## src/logic/shc_defines.svh

```systemverilog
`ifndef SHC_DEFINES_SVH
`define SHC_DEFINES_SVH

`define SHC_CLK_NS        5
`define SHC_TICK_NS       1000
`define SHC_TICK_CYC      ((`SHC_TICK_NS + `SHC_CLK_NS - 1) / `SHC_CLK_NS)
`define SHC_T_LOW_NS      1000
`define SHC_SLOT_RECOVERY_TIME_NS      1000
`define SHC_LOW_TICKS     ((`SHC_T_LOW_NS + `SHC_TICK_NS - 1) / `SHC_TICK_NS)
`define SHC_REC_TICKS     ((`SHC_SLOT_RECOVERY_TIME_NS + `SHC_TICK_NS - 1) / `SHC_TICK_NS)
`define SHC_SLOT_STD_TICKS 65
`define SHC_RDV_STD_TICKS  15
`define SHC_SLOT_OD_TICKS  8
`define SHC_RDV_OD_TICKS   2

`define SHC_REG_CMD       2'h0
`define SHC_REG_STAT      2'h1
`define SHC_REG_CTRL      2'h2
`define SHC_CTRL_CLR_REF  0

`define SHC_CRC_POLY      8'h8C
`define SHC_CHAL_BYTES    4'h8
`define SHC_ADDR2         2'h2
`define SHC_ADDR1         2'h1

`define SHC_OP_WR_CHAL    8'h0C
`define SHC_OP_MAC_ANON   8'h36
`define SHC_OP_MAC_ID     8'h35
`define SHC_OP_CLR_SECRET 8'h5A
`define SHC_OP_NEXT_SHARE 8'h30
`define SHC_OP_NEXT_UNIQ  8'h33
`define SHC_OP_LOCK       8'h6A
`define SHC_OP_RD_MEM     8'hF0
`define SHC_OP_RD_CRC     8'hC3
`define SHC_OP_RD_ALL     8'h65
`define SHC_OP_RD_STAT    8'hAA
`define SHC_OP_WR_STAT    8'h55
`define SHC_OP_WR_PAD     8'h6C
`define SHC_OP_RD_PAD     8'h69
`define SHC_OP_COPY_PAD   8'h48
`define SHC_OP_OD_ON      8'h8B
`define SHC_OP_OD_OFF     8'h8D
`define SHC_OP_SOFT_RST   8'hBB

`endif

```

## src/logic/shc_pkg.sv

```systemverilog
package shc_pkg;

    typedef enum logic [1:0] {PH_IDLE, PH_LOW, PH_HIGH, PH_REC} shc_phase_type;

    typedef struct packed {
        logic       crcclr;
        logic       opcode;
        logic       rd;
        logic [7:0] data;
    } shc_cmd_type;

    typedef struct packed {
        logic [7:0] crc;
    } shc_crc_type;

    typedef struct packed {
        shc_phase_type phase;
        logic [15:0]   div;
        logic [7:0]    tick_n;
        logic [2:0]    bit_n;
        logic [7:0]    shreg;
        logic          cur;
        logic          rd;
        logic          is_op;
        logic [7:0]    op;
        logic          overdrive;
        logic          chal_ok;
        logic [3:0]    chal_left;
        logic [1:0]    addr_left;
        logic [7:0]    addr_lo;
        logic [7:0]    addr_hi;
        logic          refused;
        logic [7:0]    rx;
        logic [10:0]   cmd;
        logic          rd_pend;
        logic [31:0]   rdata;
        logic          line_oe;
    } shc_state_type;

endpackage : shc_pkg

```

## src/logic/shc_crc8.sv

```systemverilog
`timescale 1ns/1ps
`default_nettype none
`include "shc_defines.svh"

module shc_crc8 #(
    parameter logic [7:0] POLY = `SHC_CRC_POLY
) (
    input  wire logic       clk_in,
    input  wire logic       reset_in,
    input  wire logic       clr_in,
    input  wire logic       en_in,
    input  wire logic       bit_in,
    output logic [7:0]      crc_out
);

    shc_pkg::shc_crc_type st_q;
    shc_pkg::shc_crc_type st_d;
    logic                 fb;

    always_comb begin
        st_d = st_q;
        fb   = st_q.crc[0] ^ bit_in;
        if (clr_in) begin
            st_d.crc = 8'h00;
        end else if (en_in) begin
            // Reflected form: data enters at the low end, LSB first
            st_d.crc = (st_q.crc >> 1) ^ (fb ? POLY : 8'h00);
        end
    end

    always_ff @(posedge clk_in) begin
        if (reset_in) begin
            st_q <= '0;
        end else begin
            st_q <= st_d;
        end
    end

    assign crc_out = st_q.crc;
endmodule : shc_crc8
`default_nettype wire

```

## src/logic/shc_host.sv

```systemverilog
`timescale 1ns/1ps
`default_nettype none
`include "shc_defines.svh"

module shc_host #(
    parameter int TICK_CYC   = `SHC_TICK_CYC,
    parameter int LOW_TICKS  = `SHC_LOW_TICKS,
    parameter int REC_TICKS  = `SHC_REC_TICKS,
    parameter int SLOT_STD   = `SHC_SLOT_STD_TICKS,
    parameter int RDV_STD    = `SHC_RDV_STD_TICKS,
    parameter int SLOT_OD    = `SHC_SLOT_OD_TICKS,
    parameter int RDV_OD     = `SHC_RDV_OD_TICKS
) (
    input  wire logic        clk_in,
    input  wire logic        reset_in,
    input  wire logic [1:0]  avs_address_in,
    input  wire logic        avs_read_in,
    input  wire logic        avs_write_in,
    input  wire logic [31:0] avs_writedata_in,
    output logic [31:0]      avs_readdata_out,
    output logic             avs_waitrequest_out,
    input  wire logic        line_in,
    output logic             line_out,
    output logic             line_oe_out
);

    localparam int LOW_CYC = LOW_TICKS * TICK_CYC;
    localparam int REC_CYC = REC_TICKS * TICK_CYC;

    shc_pkg::shc_state_type st_q;
    shc_pkg::shc_state_type st_d;
    shc_pkg::shc_cmd_type   cmd;
    logic                   tick;
    logic                   wr_cmd;
    logic                   start;
    logic                   samp;
    logic                   slot_end;
    logic                   byte_done;
    logic                   bit_v;
    logic [7:0]             slot_t;
    logic [7:0]             rdv_t;
    logic [7:0]             tick_nx;
    logic                   crc_en;
    logic                   crc_clr;
    logic [7:0]             crc_q;

    function automatic logic op_known(input logic [7:0] op);
        case (op)
            `SHC_OP_WR_CHAL, `SHC_OP_MAC_ANON, `SHC_OP_MAC_ID,
            `SHC_OP_CLR_SECRET, `SHC_OP_NEXT_SHARE, `SHC_OP_NEXT_UNIQ,
            `SHC_OP_LOCK, `SHC_OP_RD_MEM, `SHC_OP_RD_CRC, `SHC_OP_RD_ALL,
            `SHC_OP_RD_STAT, `SHC_OP_WR_STAT, `SHC_OP_WR_PAD,
            `SHC_OP_RD_PAD, `SHC_OP_COPY_PAD, `SHC_OP_OD_ON,
            `SHC_OP_OD_OFF, `SHC_OP_SOFT_RST: return 1'b1;
            default: return 1'b0;
        endcase
    endfunction : op_known

    function automatic logic op_needs_chal(input logic [7:0] op);
        case (op)
            `SHC_OP_MAC_ANON, `SHC_OP_MAC_ID,
            `SHC_OP_NEXT_SHARE, `SHC_OP_NEXT_UNIQ: return 1'b1;
            default: return 1'b0;
        endcase
    endfunction : op_needs_chal

    assign cmd     = shc_pkg::shc_cmd_type'(avs_writedata_in[10:0]);
    assign wr_cmd  = avs_write_in && avs_address_in == `SHC_REG_CMD;
    assign tick    = st_q.div == 16'(TICK_CYC - 1);
    assign tick_nx = 8'(st_q.tick_n + 8'h01);
    assign slot_t  = st_q.overdrive ? 8'(SLOT_OD) : 8'(SLOT_STD);
    assign rdv_t   = st_q.overdrive ? 8'(RDV_OD) : 8'(RDV_STD);

    always_comb begin
        st_d      = st_q;
        crc_en    = 1'b0;
        crc_clr   = 1'b0;
        start     = 1'b0;
        samp      = 1'b0;
        slot_end  = 1'b0;
        byte_done = 1'b0;
        bit_v     = st_q.cur;

        // Reads take one wait cycle so the data come from a register
        if (avs_read_in && !st_q.rd_pend) begin
            st_d.rd_pend = 1'b1;
            case (avs_address_in)
                `SHC_REG_CMD:  st_d.rdata = {21'h00_0000, st_q.cmd};
                `SHC_REG_STAT: st_d.rdata = {8'h00, crc_q, st_q.rx, 1'b0,
                                             st_q.addr_left, crc_q == 8'h00,
                                             st_q.refused, st_q.chal_ok,
                                             st_q.overdrive,
                                             st_q.phase != shc_pkg::PH_IDLE};
                `SHC_REG_CTRL: st_d.rdata = {16'h0000, st_q.addr_hi, st_q.addr_lo};
                default:       st_d.rdata = 32'h0000_0000;
            endcase
        end else begin
            st_d.rd_pend = 1'b0;
        end

        if (avs_write_in && avs_address_in == `SHC_REG_CTRL &&
            avs_writedata_in[`SHC_CTRL_CLR_REF]) begin
            st_d.refused = 1'b0;
        end

        if (st_q.phase != shc_pkg::PH_IDLE) begin
            st_d.div = tick ? 16'h0000 : 16'(st_q.div + 16'h0001);
            if (tick) begin
                st_d.tick_n = tick_nx;
            end
        end

        case (st_q.phase)
            shc_pkg::PH_IDLE: begin
                if (wr_cmd) begin
                    st_d.cmd = avs_writedata_in[10:0];
                    crc_clr  = cmd.crcclr || cmd.opcode;
                    // Unknown opcodes and unarmed hash commands never reach the line
                    if (cmd.opcode && (!op_known(cmd.data) ||
                        (op_needs_chal(cmd.data) && !st_q.chal_ok))) begin
                        st_d.refused = 1'b1;
                    end else begin
                        start        = 1'b1;
                        st_d.phase   = shc_pkg::PH_LOW;
                        st_d.div     = 16'h0000;
                        st_d.tick_n  = 8'h00;
                        st_d.bit_n   = 3'h0;
                        st_d.rd      = cmd.rd;
                        st_d.is_op   = cmd.opcode;
                        // Address and data bytes keep the opcode that owns them
                        st_d.op      = cmd.opcode ? cmd.data : st_q.op;
                        st_d.shreg   = cmd.rd ? 8'hFF : cmd.data;
                        st_d.cur     = cmd.rd | cmd.data[0];
                        st_d.line_oe = 1'b1;
                    end
                end
            end
            shc_pkg::PH_LOW: begin
                // A zero is held low for the whole slot; a one or a read is released
                if (tick && st_q.cur && tick_nx == 8'(LOW_TICKS)) begin
                    st_d.phase   = shc_pkg::PH_HIGH;
                    st_d.line_oe = 1'b0;
                end else if (tick && !st_q.cur && tick_nx == slot_t) begin
                    slot_end = 1'b1;
                end
            end
            shc_pkg::PH_HIGH: begin
                if (tick && st_q.rd && tick_nx == rdv_t) begin
                    samp     = 1'b1;
                    bit_v    = line_in;
                    st_d.cur = line_in;
                end
                if (tick && tick_nx == slot_t) begin
                    slot_end = 1'b1;
                end
            end
            shc_pkg::PH_REC: begin
                if (tick && tick_nx == 8'(REC_TICKS)) begin
                    if (st_q.bit_n == 3'h7) begin
                        byte_done  = 1'b1;
                        st_d.phase = shc_pkg::PH_IDLE;
                        st_d.div   = 16'h0000;
                        st_d.rx    = st_q.shreg;
                    end else begin
                        st_d.phase   = shc_pkg::PH_LOW;
                        st_d.div     = 16'h0000;
                        st_d.tick_n  = 8'h00;
                        st_d.bit_n   = 3'(st_q.bit_n + 3'h1);
                        st_d.cur     = st_q.rd | st_q.shreg[0];
                        st_d.line_oe = 1'b1;
                    end
                end
            end
            default: begin
                st_d.phase   = shc_pkg::PH_IDLE;
                st_d.line_oe = 1'b0;
            end
        endcase

        if (slot_end) begin
            st_d.phase   = shc_pkg::PH_REC;
            st_d.div     = 16'h0000;
            st_d.tick_n  = 8'h00;
            st_d.line_oe = 1'b0;
            st_d.shreg   = {bit_v, st_q.shreg[7:1]};
            crc_en       = 1'b1;
        end

        if (byte_done && st_q.is_op) begin
            st_d.addr_left = 2'h0;
            case (st_q.op)
                `SHC_OP_WR_CHAL: begin
                    st_d.chal_left = `SHC_CHAL_BYTES;
                    st_d.chal_ok   = 1'b0;
                end
                `SHC_OP_OD_ON:   st_d.overdrive = 1'b1;
                `SHC_OP_OD_OFF:  st_d.overdrive = 1'b0;
                `SHC_OP_SOFT_RST: begin
                    // Device comes back at standard speed with no challenge held
                    st_d.overdrive = 1'b0;
                    st_d.chal_ok   = 1'b0;
                    st_d.chal_left = 4'h0;
                end
                `SHC_OP_RD_MEM, `SHC_OP_RD_CRC, `SHC_OP_RD_ALL,
                `SHC_OP_RD_STAT, `SHC_OP_COPY_PAD:
                    st_d.addr_left = `SHC_ADDR2;
                `SHC_OP_WR_PAD, `SHC_OP_RD_PAD:
                    st_d.addr_left = `SHC_ADDR1;
                default: st_d.addr_left = 2'h0;
            endcase
        end else if (byte_done && !st_q.rd) begin
            if (st_q.addr_left != 2'h0) begin
                st_d.addr_left = 2'(st_q.addr_left - 2'h1);
                if (st_q.addr_left == `SHC_ADDR2 || st_q.op == `SHC_OP_WR_PAD ||
                    st_q.op == `SHC_OP_RD_PAD) begin
                    st_d.addr_lo = st_q.shreg;
                end else begin
                    st_d.addr_hi = st_q.shreg;
                end
            end else if (st_q.chal_left != 4'h0) begin
                st_d.chal_left = 4'(st_q.chal_left - 4'h1);
                st_d.chal_ok   = st_q.chal_left == 4'h1;
            end
        end
    end

    always_ff @(posedge clk_in) begin
        if (reset_in) begin
            st_q <= '0;
        end else begin
            st_q <= st_d;
        end
    end

    shc_crc8 #(
        .POLY (`SHC_CRC_POLY)
    ) u_crc (
        .clk_in   (clk_in),
        .reset_in (reset_in),
        .clr_in   (crc_clr),
        .en_in    (crc_en),
        .bit_in   (bit_v),
        .crc_out  (crc_q)
    );

    // A busy engine stalls command writes instead of dropping them
    assign avs_waitrequest_out = (avs_read_in && !st_q.rd_pend) ||
                                 (wr_cmd && st_q.phase != shc_pkg::PH_IDLE);
    assign avs_readdata_out    = st_q.rdata;
    assign line_out            = 1'b0;
    assign line_oe_out         = st_q.line_oe;

    int low_cyc;
    int hi_cyc;
    int slot_cyc;

    always_ff @(posedge clk_in) begin
        if (reset_in) begin
            low_cyc  <= 0;
            hi_cyc   <= 0;
            slot_cyc <= 0;
        end else begin
            low_cyc  <= st_q.line_oe ? low_cyc + 1 : 0;
            hi_cyc   <= st_q.line_oe ? 0 : hi_cyc + 1;
            slot_cyc <= (st_d.phase == shc_pkg::PH_LOW && st_q.phase != shc_pkg::PH_LOW) ?
                        0 : slot_cyc + 1;
        end
    end
endmodule : shc_host
`default_nettype wire

```

## config.mk

```make
export PLATFORM = sky130hd
export DESIGN_NAME = shc_host
export DESIGN_NICKNAME = d
export VERILOG_FILES = /design/src/logic/shc_pkg.sv /design/src/logic/shc_crc8.sv /design/src/logic/shc_host.sv
export VERILOG_INCLUDE_DIRS = /design/src /design/src/logic
export SDC_FILE = /design/constraint.sdc
export NUM_CORES = 1
export LEC_CHECK = 0
export BUFFER_PORTS_ARGS = -buffer_cell sky130_fd_sc_hd__buf_2
export CAP_MARGIN = 30
export CORE_UTILIZATION = 55
export DETAILED_ROUTE_END_ITERATION = 6
export GPL_ROUTABILITY_DRIVEN = 1
export PLACE_DENSITY = 0.84
export SYNTH_ARGS = -nofsm -noshare
export SYNTH_HDL_FRONTEND = slang
export SYNTH_SLANG_ARGS = --single-unit
```

## constraint.sdc

```tcl
create_clock -name clk_in -period 3 [get_ports clk_in]
set_input_delay 0.3 -clock clk_in [delete_from_list [all_inputs] [get_ports clk_in]]
set_output_delay 0.3 -clock clk_in [all_outputs]
set_load 0.01 [all_outputs]
```

==> out/metrics.cfg, run 1 <==
[setup_path]
end_kind=flip-flop
timing.rr.start=st_q[109]
critPathKind=flip-flop to flip-flop
cpMaxStageDelayCell=or3b_2
cpLargestDelayFamily=simple AND/OR/NAND/NOR gates
rrSetupSlack_ps=110
cp.arrival_ps=3220
crit_chain=ha_1 > nor4b_4 > nand4_1 > buf_4 > or3_1 > o32ai_1 > or3b_2 > xnor2_1 > a211oi_1
crit_fanout=4
critPathBufInv=1
rr_endpoint=u_crc.crc_out[3]
worstSetupStartpointType=flip-flop
r2r_cells=9
worstPathRequired_ps=3330
cp_slowest_stage_delay_ps=550

[worst_hold_path]
hold_path_depth=3
hp-class=primary input to flip-flop
min_from=avs_writedata_in[10]
holdPathEnd=st_q[44]

[timing]
finClkSkew_ps=7.87
fin_crit_sh_pct=96.2
setup_violations=0
holdWs_ps=165
slew_violations=0
min_period_ps=2890
worst_pin_slew_ps=838
timing.fmax_mhz=346
max_slew_margin_pct=43.8
rsz0062_at_grt=true
hold_viol_final=0
fin_setup_tns_ps=0

[clock_network]
clk_path_buf_depth=2
postCtsHoldBufs=0
cts_buffers=17
clkTransAtPathRegs_ps=60
root_buffer=clkbuf_16
clk_latency_ps=420
clock_sinks=126
cts_tree=yes
cts_htree_levels=4

[logic_synthesis]
syn_inst=799
yosys_most_used_dff=dfxtp_1
ys.warnings.count=0
syn_area_sq_mm=0.00663
ys_seq_area_share_pct=38.0
ys_types=75
yosysTopAreaCell=dfxtp_1
synth_common_cells=dfxtp_1 (126), nor2_1 (124), nand2_1 (78)
synth_enable_flop_cells=0
yosysMostFrequentCell=dfxtp_1
yosysTopAreaCellShare_pct=38.0
async_flop_share_pct=0
avgSynthCellArea_sq_um=8.30
ys_seq_elements=126
yosys-top-cells-area=dfxtp_1 (38%), nor2_1 (7.0%), mux2i_1 (6.2%), nand2_1 (4.4%), buf_4 (3.7%)

[placed_design]
io_buffer_count=43
dp_hpwl_um=10700
gp_congestion=0.930

[grt]
globalRouteOverflowTotal=0
grt_pass1_vias=5178
antenna_found_initial=0
grt_max_degree=49
grtUsageTotal_pct=25.2
grt_pass1_wl_um=25100

[die]
num_rows=39
ios=74
core_sq_mm=0.0116
start_util_pct=57.4
die_h_um=112
fp.dieW_um=112
die_area_sq_mm=0.0125

[status]
status=complete, but fails checks
failed_checks=DRC

[pwr]
leakagePower_nw=2.84
powerDensity_mw_per_mm2=530
vdd_drop_max_v=0.000353
p_int_mw=2.90
p_switching_uw=986
p_clk_share_pct=47.4
comb_power_share_pct=7.9
pwr-share-seq_pct=44.7
total_power_mw=3.88
switching_share_pct=25.4

[drt]
drtIter0Drc=743
firstDrtPassIters=7
antenna_left=0
vias=5744
drt-total-wl_um=15200
vias_per_cell=5.96
drc=2
wire_per_inst_um=15.8

[run]
drv_cap=0

[cells_and_area]
diodes=0
fin_util_pct=63.4
nNetsFinal=858
layout-drive-gt1-share_pct=14.3
area_growth_pct=10.5

per-stage QoR:
stage               instance area (sq um)  instances  setup WS [ps]
floorplan                            6660        807            311
global placement                     6740        928            219
detailed placement                   6740        928           39.3
CTS                                  7290        962           35.6
global route                         7330        963          -5.67
finish                               7330        963            114
power groups by stage:
stage / logic, mW / clock network, mW / registers, mW
final: 0.307 / 1.84 / 1.74
after floorplan: 0.240 / 0 / 1.76
after detailed placement: 0.300 / 0 / 1.77
after CTS: 0.302 / 1.87 / 1.74
after global routing: 0.335 / 1.95 / 1.74
after global placement: 0.296 / 0 / 1.77
per-layer routing:
layer | vias up | wire length, um | part of all wire [%] | GRT usage, %
met5 | - | 0 | 0 | 0
met4 | 0 | 312 | 2.0 | 10.2
met3 | 40 | 1140 | 7.5 | 5.93
met2 | 226 | 6970 | 46 | 39.4
met1 | 2697 | 6800 | 45 | 33.5
li1 | 2781 | - | - | -
layout by cell type (no fill, tap or decap), drive strengths merged, types with 6 or more instances in the layout:
master,synthesis,final
nor4b,7,7
mux2i,41,41
nand2,78,78
nor4,11,11
nand3,23,23
or3,7,7
buf,45,66
nand2b,6,6
xnor2,14,14
and2,6,6
nor4bb,9,9
inv,22,23
conb,1,9
clkbuf,40,20
clkinv,1,10
nor3,38,38
nor2,124,124
a2111oi,8,8
nor2b,11,11
a211oi,17,17
ha,12,12
a221oi,6,6
a22oi,8,8
xor2,16,16
dfxtp,126,126
and3,10,10
o21ai,10,10
a21oi,41,41
worst max path at each step:
stage,endpoint,cells past startpoint,start,slack (ps)
2_1_floorplan,st_q[62],9,st_q[101],310
3_3_place_gp,u_crc.crc_out[2],8,st_q[108],220
5_1_grt,st_q[77],9,st_q[101],-6
6_report,u_crc.crc_out[3],9,st_q[109],110
4_1_cts,u_crc.crc_out[3],9,st_q[108],40
3_5_place_dp,u_crc.crc_out[3],8,st_q[108],40
state kept, by name, indices dropped and copies added, names as in the netlist:
signal	cells
avs_readdata_out	24
st_q	93
line_oe_out	1
u_crc.crc_out	8
cell families after synthesis:
kind of cell    share of synthesized area (%)
simple gates                             26.6
fa+ha+maj                                2.26
compound gates                           13.8
other cells                            0.0565
buf+inv                                  8.41
mux                                      6.53
xor+xnor                                 4.30
flops                                    38.0
what timing repair did:
| action | in CTS | in global routing |
|---|---|---|
| buffers inserted | 2 | 1 |
| gates cloned | 0 | 0 |
| gates resized for setup | 1 | 4 |
| hold endpoints to repair | 0 | 0 |
| pin swaps | 1 | 1 |
| setup endpoints to repair | 1 | 32 |
final cells by class:
type / instances / area (sq um)
inverter: 23 / 86.3
fill: 999 / 4230
clock inverter: 12 / 91.3
sequential: 126 / 2520
timing repair buffer: 66 / 400
clock buffer: 20 / 447
tap: 143 / 179
multi-input combinational: 573 / 3610
worst register-to-register path: cells and delay by family, from the launching register on:
family	cells	cell delay [ps]
fa+ha+maj	1	230
xor+xnor	1	150
simple gates	4	1350
compound gates	2	480
buf+inv	1	200
flops	1	380
Power figures use the tool's default switching activity.
==> run 2: changes to the inputs <==
==> constraint.sdc (replaced) <==
create_clock -name clk_in -period 3 [get_ports clk_in]
set_input_delay 0.6 -clock clk_in [delete_from_list [all_inputs] [get_ports clk_in]]
set_output_delay 0.6 -clock clk_in [all_outputs]
set_load 0.01 [all_outputs]
==> run 2 against run 1 <==
Against the previous run: largest power group unchanged; via count shrank 0.23%; die area is the same; the flow still finishes with violations (DRC); count of clock-buffer cells in the layout unchanged; register-to-register slack gained 80 ps; non-clock buffer count grew 1; final cell count rose by 0.10%; clock power rose by 16%; combinational power is 3% higher.
==> out/metrics.cfg, run 2 (synthesis gave the netlist of run 1 again) <==
[status]
status=complete, but fails checks
failed_checks=DRC

[placed_design]
place_ws_ps=-30.0  ; -69.3 ps
place_area_sq_mm=0.00678  ; +0.63%
gp_congestion=0.886  ; -4.7%
io_buffer_count=43  ; unchanged
dp_hpwl_um=10600  ; -0.97%

[grt]
grt_max_degree=62  ; +27%
grt_pass1_vias=5237  ; +1.1%
grt_pass1_wl_um=25600  ; +2.0%
grtUsageTotal_pct=25.8  ; +0.63 points
globalRouteOverflowTotal=0  ; unchanged
antenna_found_initial=0  ; unchanged

[cells_and_area]
area_growth_pct=11.7
postLayoutCellArea_sq_mm=0.00741  ; +1.0%
fillers=944  ; -5.5%
nNetsFinal=859  ; +0.12%
fin_util_pct=64.0  ; +0.64 points
final_cell_mix=dfxtp_1 (126), nor2_1 (124), nand2_1 (78), buf_2 (43)
diodes=0  ; unchanged
final_common_cell=dfxtp_1
largest_register_ffs=93  ; unchanged
largest_register=st_q
layout-drive-gt1-share_pct=14.4  ; +0.10 points

[worst_hold_path]
hp-class=primary input to flip-flop
hold_path_depth=3  ; unchanged
min_from=avs_writedata_in[10]
holdPathEnd=st_q[44]

[pwr]
total_power_mw=4.18  ; +7.6%
vdd_drop_max_v=0.000337  ; -4.6%
leakagePower_nw=2.88  ; +1.3%
p_clk_share_pct=51.0  ; +3.6 points
switching_share_pct=24.1  ; -1.3 points
pwr-share-seq_pct=41.5  ; -3.2 points
comb_power_share_pct=7.5  ; -0.4 points
p_switching_mw=1.01  ; +2.1%
p_int_mw=3.17  ; +9.5%
powerDensity_mw_per_mm2=564  ; +6.6%

[setup_path]
cp.arrival_ps=3170  ; -50 ps
cpLargestDelayFamily=simple AND/OR/NAND/NOR gates
crit_top_cell=nor3_1
rrSetupSlack_ps=190  ; +80 ps
end_kind=flip-flop
cp_slowest_stage_delay_ps=510  ; -40 ps
crit_fanout=6  ; +2
worstSetupStartpointType=flip-flop
worstPathRequired_ps=3360  ; +30 ps
r2r_cells=8  ; -1
crit_start=st_q[101]
rr_endpoint=line_oe_out
critPathKind=flip-flop to flip-flop
crit_chain=ha_1 > nand4_1 > nor4_4 > nor3_1 > nor3_1 > a2bb2oi_1 > a2111oi_0 > mux2i_1
cpMaxStageDelayCell=a2111oi_0
critPathBufInv=0  ; -1
timing.rr.start=st_q[101]

[timing]
layout_setup_ws_ps=191  ; +76.7 ps
min_period_ps=2810  ; -76.7 ps
setup_violations=0  ; unchanged
rsz0062_at_grt=false
hold_viol_final=0  ; unchanged
worst_pin_slew_ps=978  ; +140 ps
fin_crit_sh_pct=93.6  ; -2.6 points
finClkSkew_ps=7.26  ; -0.614 ps
slew_violations=0  ; unchanged
timing.fmax_mhz=356  ; +2.7%
max_slew_margin_pct=34.7  ; -9.1 points

[clock_network]
clkTransAtPathRegs_ps=60  ; about the same
clock_sinks=126  ; unchanged
cts_tree=yes
cts-resized-gates=0  ; -1
root_buffer=clkbuf_16
clk_latency_ps=430  ; about the same
cts_setup_buffers=0  ; -2
cts_buffers=17  ; unchanged
postCtsHoldBufs=0  ; unchanged
clk_path_buf_depth=2  ; unchanged
cts_htree_levels=4  ; unchanged

[drt]
antenna_left=0  ; unchanged
drc=4  ; +2
wire_per_inst_um=16.0  ; +1.2%
vias_per_cell=5.95  ; -0.33%
drt-total-wl_um=15400  ; +1.3%
firstDrtPassIters=7  ; unchanged
drtIter0Drc=750  ; +0.94%
vias=5731  ; -0.23%

[run]
drv_cap=0  ; unchanged

[die]
ios=74  ; unchanged
start_util_pct=57.4  ; unchanged
core_sq_mm=0.0116  ; unchanged
num_rows=39  ; unchanged
die_area_sq_mm=0.0125  ; unchanged
die_h_um=112  ; unchanged
fp.dieW_um=112  ; unchanged

## run 2: cell count changes in the layout (fill, tap and decap cells not counted), sizes merged
cell,previous run,this run
buf,66,67
bufinv,0,3
clkinv,10,4
clkinvlp,2,4
inv,23,24
## run 2: per-stage QoR
stage	TNS, ps	hold WS (ps)	std cells
finish	0	436	964
global route	0	442	964
CTS	0	418	964
detailed placement	-173	447	932
global placement	0	441	932
floorplan	0	436	807
## run 2: worst register-to-register path, cell delays in order (launching register included)
cell	delay (ps)
dfxtp_1	410
ha_1	270
nand4_1	220
nor4_4	340
nor3_1	180
nor3_1	420
a2bb2oi_1	160
a2111oi_0	510
mux2i_1	230
## run 2: cell type report
class	instances	area [sq um]	area share, %
inverters	23	86.3	1.17
multi-input cells	573	3590	48.5
clock buffers	20	457	6.17
well taps	143	179	2.42
clock inverters	12	160	2.16
flip-flops and latches	126	2520	34.1
repair buffers	67	408	5.51
## run 2: power groups by stage
stage | combinational (mW) | sequential, mW | clock (mW)
global placement | 0.299 | 1.77 | 0
floorplan | 0.240 | 1.76 | 0
global route | 0.341 | 1.74 | 2.23
CTS | 0.306 | 1.73 | 2.16
finish | 0.315 | 1.74 | 2.13
detailed placement | 0.304 | 1.77 | 0
## run 2: routing by layer
metal / global-route usage (%) / wire [um] / part of all wire, %
met1: 35.1 / 7020 / 45
met2: 37.9 / 6810 / 44
met3: 7.24 / 1230 / 7.9
met4: 12.0 / 373 / 2.4
met5: 0 / 0 / 0
## run 2: worst max path at each step
stage | end | slack [ps] | cells past startpoint
floorplan | st_q[110] | 290 | 9
global placement | st_q[107] | 10 | 8
detailed placement | st_q[106] | -30 | 8
CTS | st_q[95] | 160 | 7
global route | st_q[77] | 6 | 9
finish | line_oe_out | 190 | 8
==> run 3: changes to the inputs <==
--- a/config.mk
+++ b/config.mk
@@ -6,12 +6,12 @@
 export SDC_FILE = /design/constraint.sdc
 export NUM_CORES = 1
 export LEC_CHECK = 0
-export BUFFER_PORTS_ARGS = -buffer_cell sky130_fd_sc_hd__buf_2
+export BUFFER_PORTS_ARGS = -buffer_cell sky130_fd_sc_hd__buf_4
 export CAP_MARGIN = 30
-export CORE_UTILIZATION = 55
+export CORE_UTILIZATION = 59
 export DETAILED_ROUTE_END_ITERATION = 6
 export GPL_ROUTABILITY_DRIVEN = 1
-export PLACE_DENSITY = 0.84
+export PLACE_DENSITY = 0.88
 export SYNTH_ARGS = -nofsm -noshare
 export SYNTH_HDL_FRONTEND = slang
 export SYNTH_SLANG_ARGS = --single-unit
==> run 3 against run 2 <==
Against the previous run: the run now ends clean; total power barely moved; sequential share of layout area down 0.36 points; global-route usage is 3.5 points higher; setup slack worse by 50 ps; final cell count down 0.62%; combinational power grew 6%; worst hold slack lost 100 ps; clock power about the same; register-to-register slack worse by 50 ps; critical path type unchanged; largest cell class unchanged; largest power group unchanged; highest routed layer unchanged.
==> out/metrics.cfg, run 3 (synthesis gave the netlist of run 1 again) <==
[timing]
setup_violations=0  ; unchanged
timing.fmax_mhz=350  ; -1.7%
max_slew_margin_pct=42.7  ; +8.0 points
fin_crit_sh_pct=95.3  ; +1.7 points
hold_viol_final=0  ; unchanged
min_period_ps=2860  ; +49.5 ps
layout_setup_ws_ps=141  ; -49.5 ps
finClkSkew_ps=9.02  ; +1.76 ps
slew_violations=0  ; unchanged
worst_pin_slew_ps=860  ; -118 ps

[clock_network]
cts_buffers=17  ; unchanged
postCtsHoldBufs=0  ; unchanged
clkTransAtPathRegs_ps=60  ; about the same
root_buffer=clkbuf_8
cts_tree=yes
clk_path_buf_depth=2  ; unchanged
cts_htree_levels=4  ; unchanged
clock_sinks=126  ; unchanged
clk_latency_ps=530  ; +100 ps

[grt]
antenna_found_initial=0  ; unchanged
grtUsageTotal_pct=29.4  ; +3.5 points
globalRouteOverflowTotal=0  ; unchanged
grt_pass1_wl_um=27000  ; +5.2%
grt_pass1_vias=5589  ; +6.7%
grt_max_degree=88  ; +42%

[placed_design]
place_ws_ps=0.122  ; +30.1 ps
dp_hpwl_um=10900  ; +3.3%
place_area_sq_mm=0.00683  ; +0.79%
gp_congestion=0.943  ; +6.4%
io_buffer_count=43  ; unchanged

[cells_and_area]
largest_register=st_q
nNetsFinal=856  ; -0.35%
largest_register_ffs=93  ; unchanged
final_cell_mix=dfxtp_1 (126), nor2_1 (124), nand2_1 (78), buf_4 (64)
diodes=0  ; unchanged
final_common_cell=dfxtp_1
fillers=806  ; -15%
postLayoutCellArea_sq_mm=0.00749  ; +1.1%
area_growth_pct=12.9
layout-drive-gt1-share_pct=14.5  ; +0.17 points

[setup_path]
r2r_cells=9  ; +1
crit_fanout=8  ; +2
worstSetupStartpointType=flip-flop
cp_slowest_stage_delay_ps=480  ; -30 ps
crit_top_cell=nor4_4
rrSetupSlack_ps=140  ; -50 ps
critPathKind=flip-flop to flip-flop
critPathBufInv=1  ; +1
cp.arrival_ps=3240  ; +70 ps
cpMaxStageDelayCell=or3_4
rr_endpoint=st_q[64]
worstPathRequired_ps=3380  ; +20 ps
end_kind=flip-flop
cpLargestDelayFamily=simple AND/OR/NAND/NOR gates
timing.rr.start=st_q[101]
crit_chain=ha_1 > nand4_1 > nor4_4 > o311ai_4 > or3_4 > nor4_4 > buf_4 > mux2i_1 > nor2_1

[drt]
firstDrtPassIters=7  ; unchanged
drtIter0Drc=753  ; +0.40%
wire_per_inst_um=17.1  ; +7.2%
antenna_left=0  ; unchanged
vias_per_cell=6.23  ; +4.8%
vias=5970  ; +4.2%
drt-total-wl_um=16400  ; +6.5%
drc=0  ; -4

[run]
drv_cap=0  ; unchanged

[die]
num_rows=38  ; -2.6%
start_util_pct=60.9  ; +3.6 points
fp.dieW_um=108  ; -3.4%
ios=74  ; unchanged
core_sq_mm=0.0109  ; -5.9%
die_h_um=108  ; -3.4%
die_area_sq_mm=0.0117  ; -6.7%

[worst_hold_path]
min_from=avs_writedata_in[10]
hp-class=primary input to flip-flop
hold_path_depth=3  ; unchanged
holdPathEnd=st_q[44]

[pwr]
powerDensity_mw_per_mm2=558  ; -1.1%
vdd_drop_max_v=0.000335  ; -0.45%
leakagePower_nw=2.89  ; +0.34%

[status]
status=finished, final reports clean

-- run 3: cell types whose count changed in the layout (fill, tap and decap cells not counted), moves of 2 or more --
cell        change
buf_2          -43
buf_4          +41
clkinv_4        +2
clkinvlp_4      -2
nor4b_1         -2
nor4b_2         +2
-- run 3: repair_timing --
item | 4_1_cts | 5_1_grt
buffers inserted | 0 | 1
resized for setup | 1 | 4
pin swaps | 0 | 1
cloned | 0 | 0
endpoints found under the setup margin | 4 | 34
-- run 3: worst max-delay path by stage --
| stage | cells past startpoint | slack [ps] | start | end |
|---|---|---|---|---|
| 3_5_place_dp | 8 | 0.1 | avs_writedata_in[2] | st_q[100] |
| 6_report | 9 | 140 | st_q[101] | st_q[64] |
| 2_1_floorplan | 9 | 290 | avs_writedata_in[3] | st_q[110] |
| 5_1_grt | 9 | -3 | st_q[108] | u_crc.crc_out[3] |
| 3_3_place_gp | 8 | 30 | avs_writedata_in[2] | st_q[107] |
| 4_1_cts | 9 | 8 | st_q[108] | st_q[64] |
-- run 3: worst min-delay path, stage by stage --
cell and delay (ps):
buf_4 120, nand2_1 50, a21oi_1 50
-- run 3: report_power, final --
| group | switching [mW] | internal [mW] |
|---|---|---|
| logic | 0.203 | 0.129 |
| clock network | 0.806 | 1.30 |
| registers | 0.0325 | 1.71 |
| total | 1.04 | 3.14 |
-- run 3: layout make-up --
| cell class | count | area [sq um] | area share [%] |
|---|---|---|---|
| Clock buffer | 18 | 428 | 5.72 |
| Clock inverter | 14 | 183 | 2.44 |
| Inverter | 23 | 86.3 | 1.15 |
| Multi-Input combinational cell | 573 | 3610 | 48.2 |
| Sequential cell | 126 | 2520 | 33.7 |
| Tap cell | 140 | 175 | 2.34 |
| Timing Repair Buffer | 64 | 480 | 6.42 |
-- run 3: stage by stage --
step           instances  setup TNS [ps]  power (mW)  utilization, %  hold WS [ps]
2_1_floorplan        807               0        2.00               -           436
3_3_place_gp         924               0        2.08            62.7           441
3_5_place_dp         924               0        2.09            62.7           449
4_1_cts              956               0        4.18            68.4           327
5_1_grt              958           -3.09        4.30            68.8           332
6_report             958               0        4.18            68.8           334
-- run 3: routing by layer --
layer | vias to the layer above | part of all wire, % | routed length [um] | global-route usage (%)
met3 | 52 | 8.7 | 1420 | 6.45
met5 | - | 0 | 0 | 0
met2 | 322 | 49 | 8000 | 47.5
met1 | 2815 | 40 | 6550 | 37.3
met4 | 0 | 2.8 | 455 | 13.5
li1 | 2781 | - | - | -
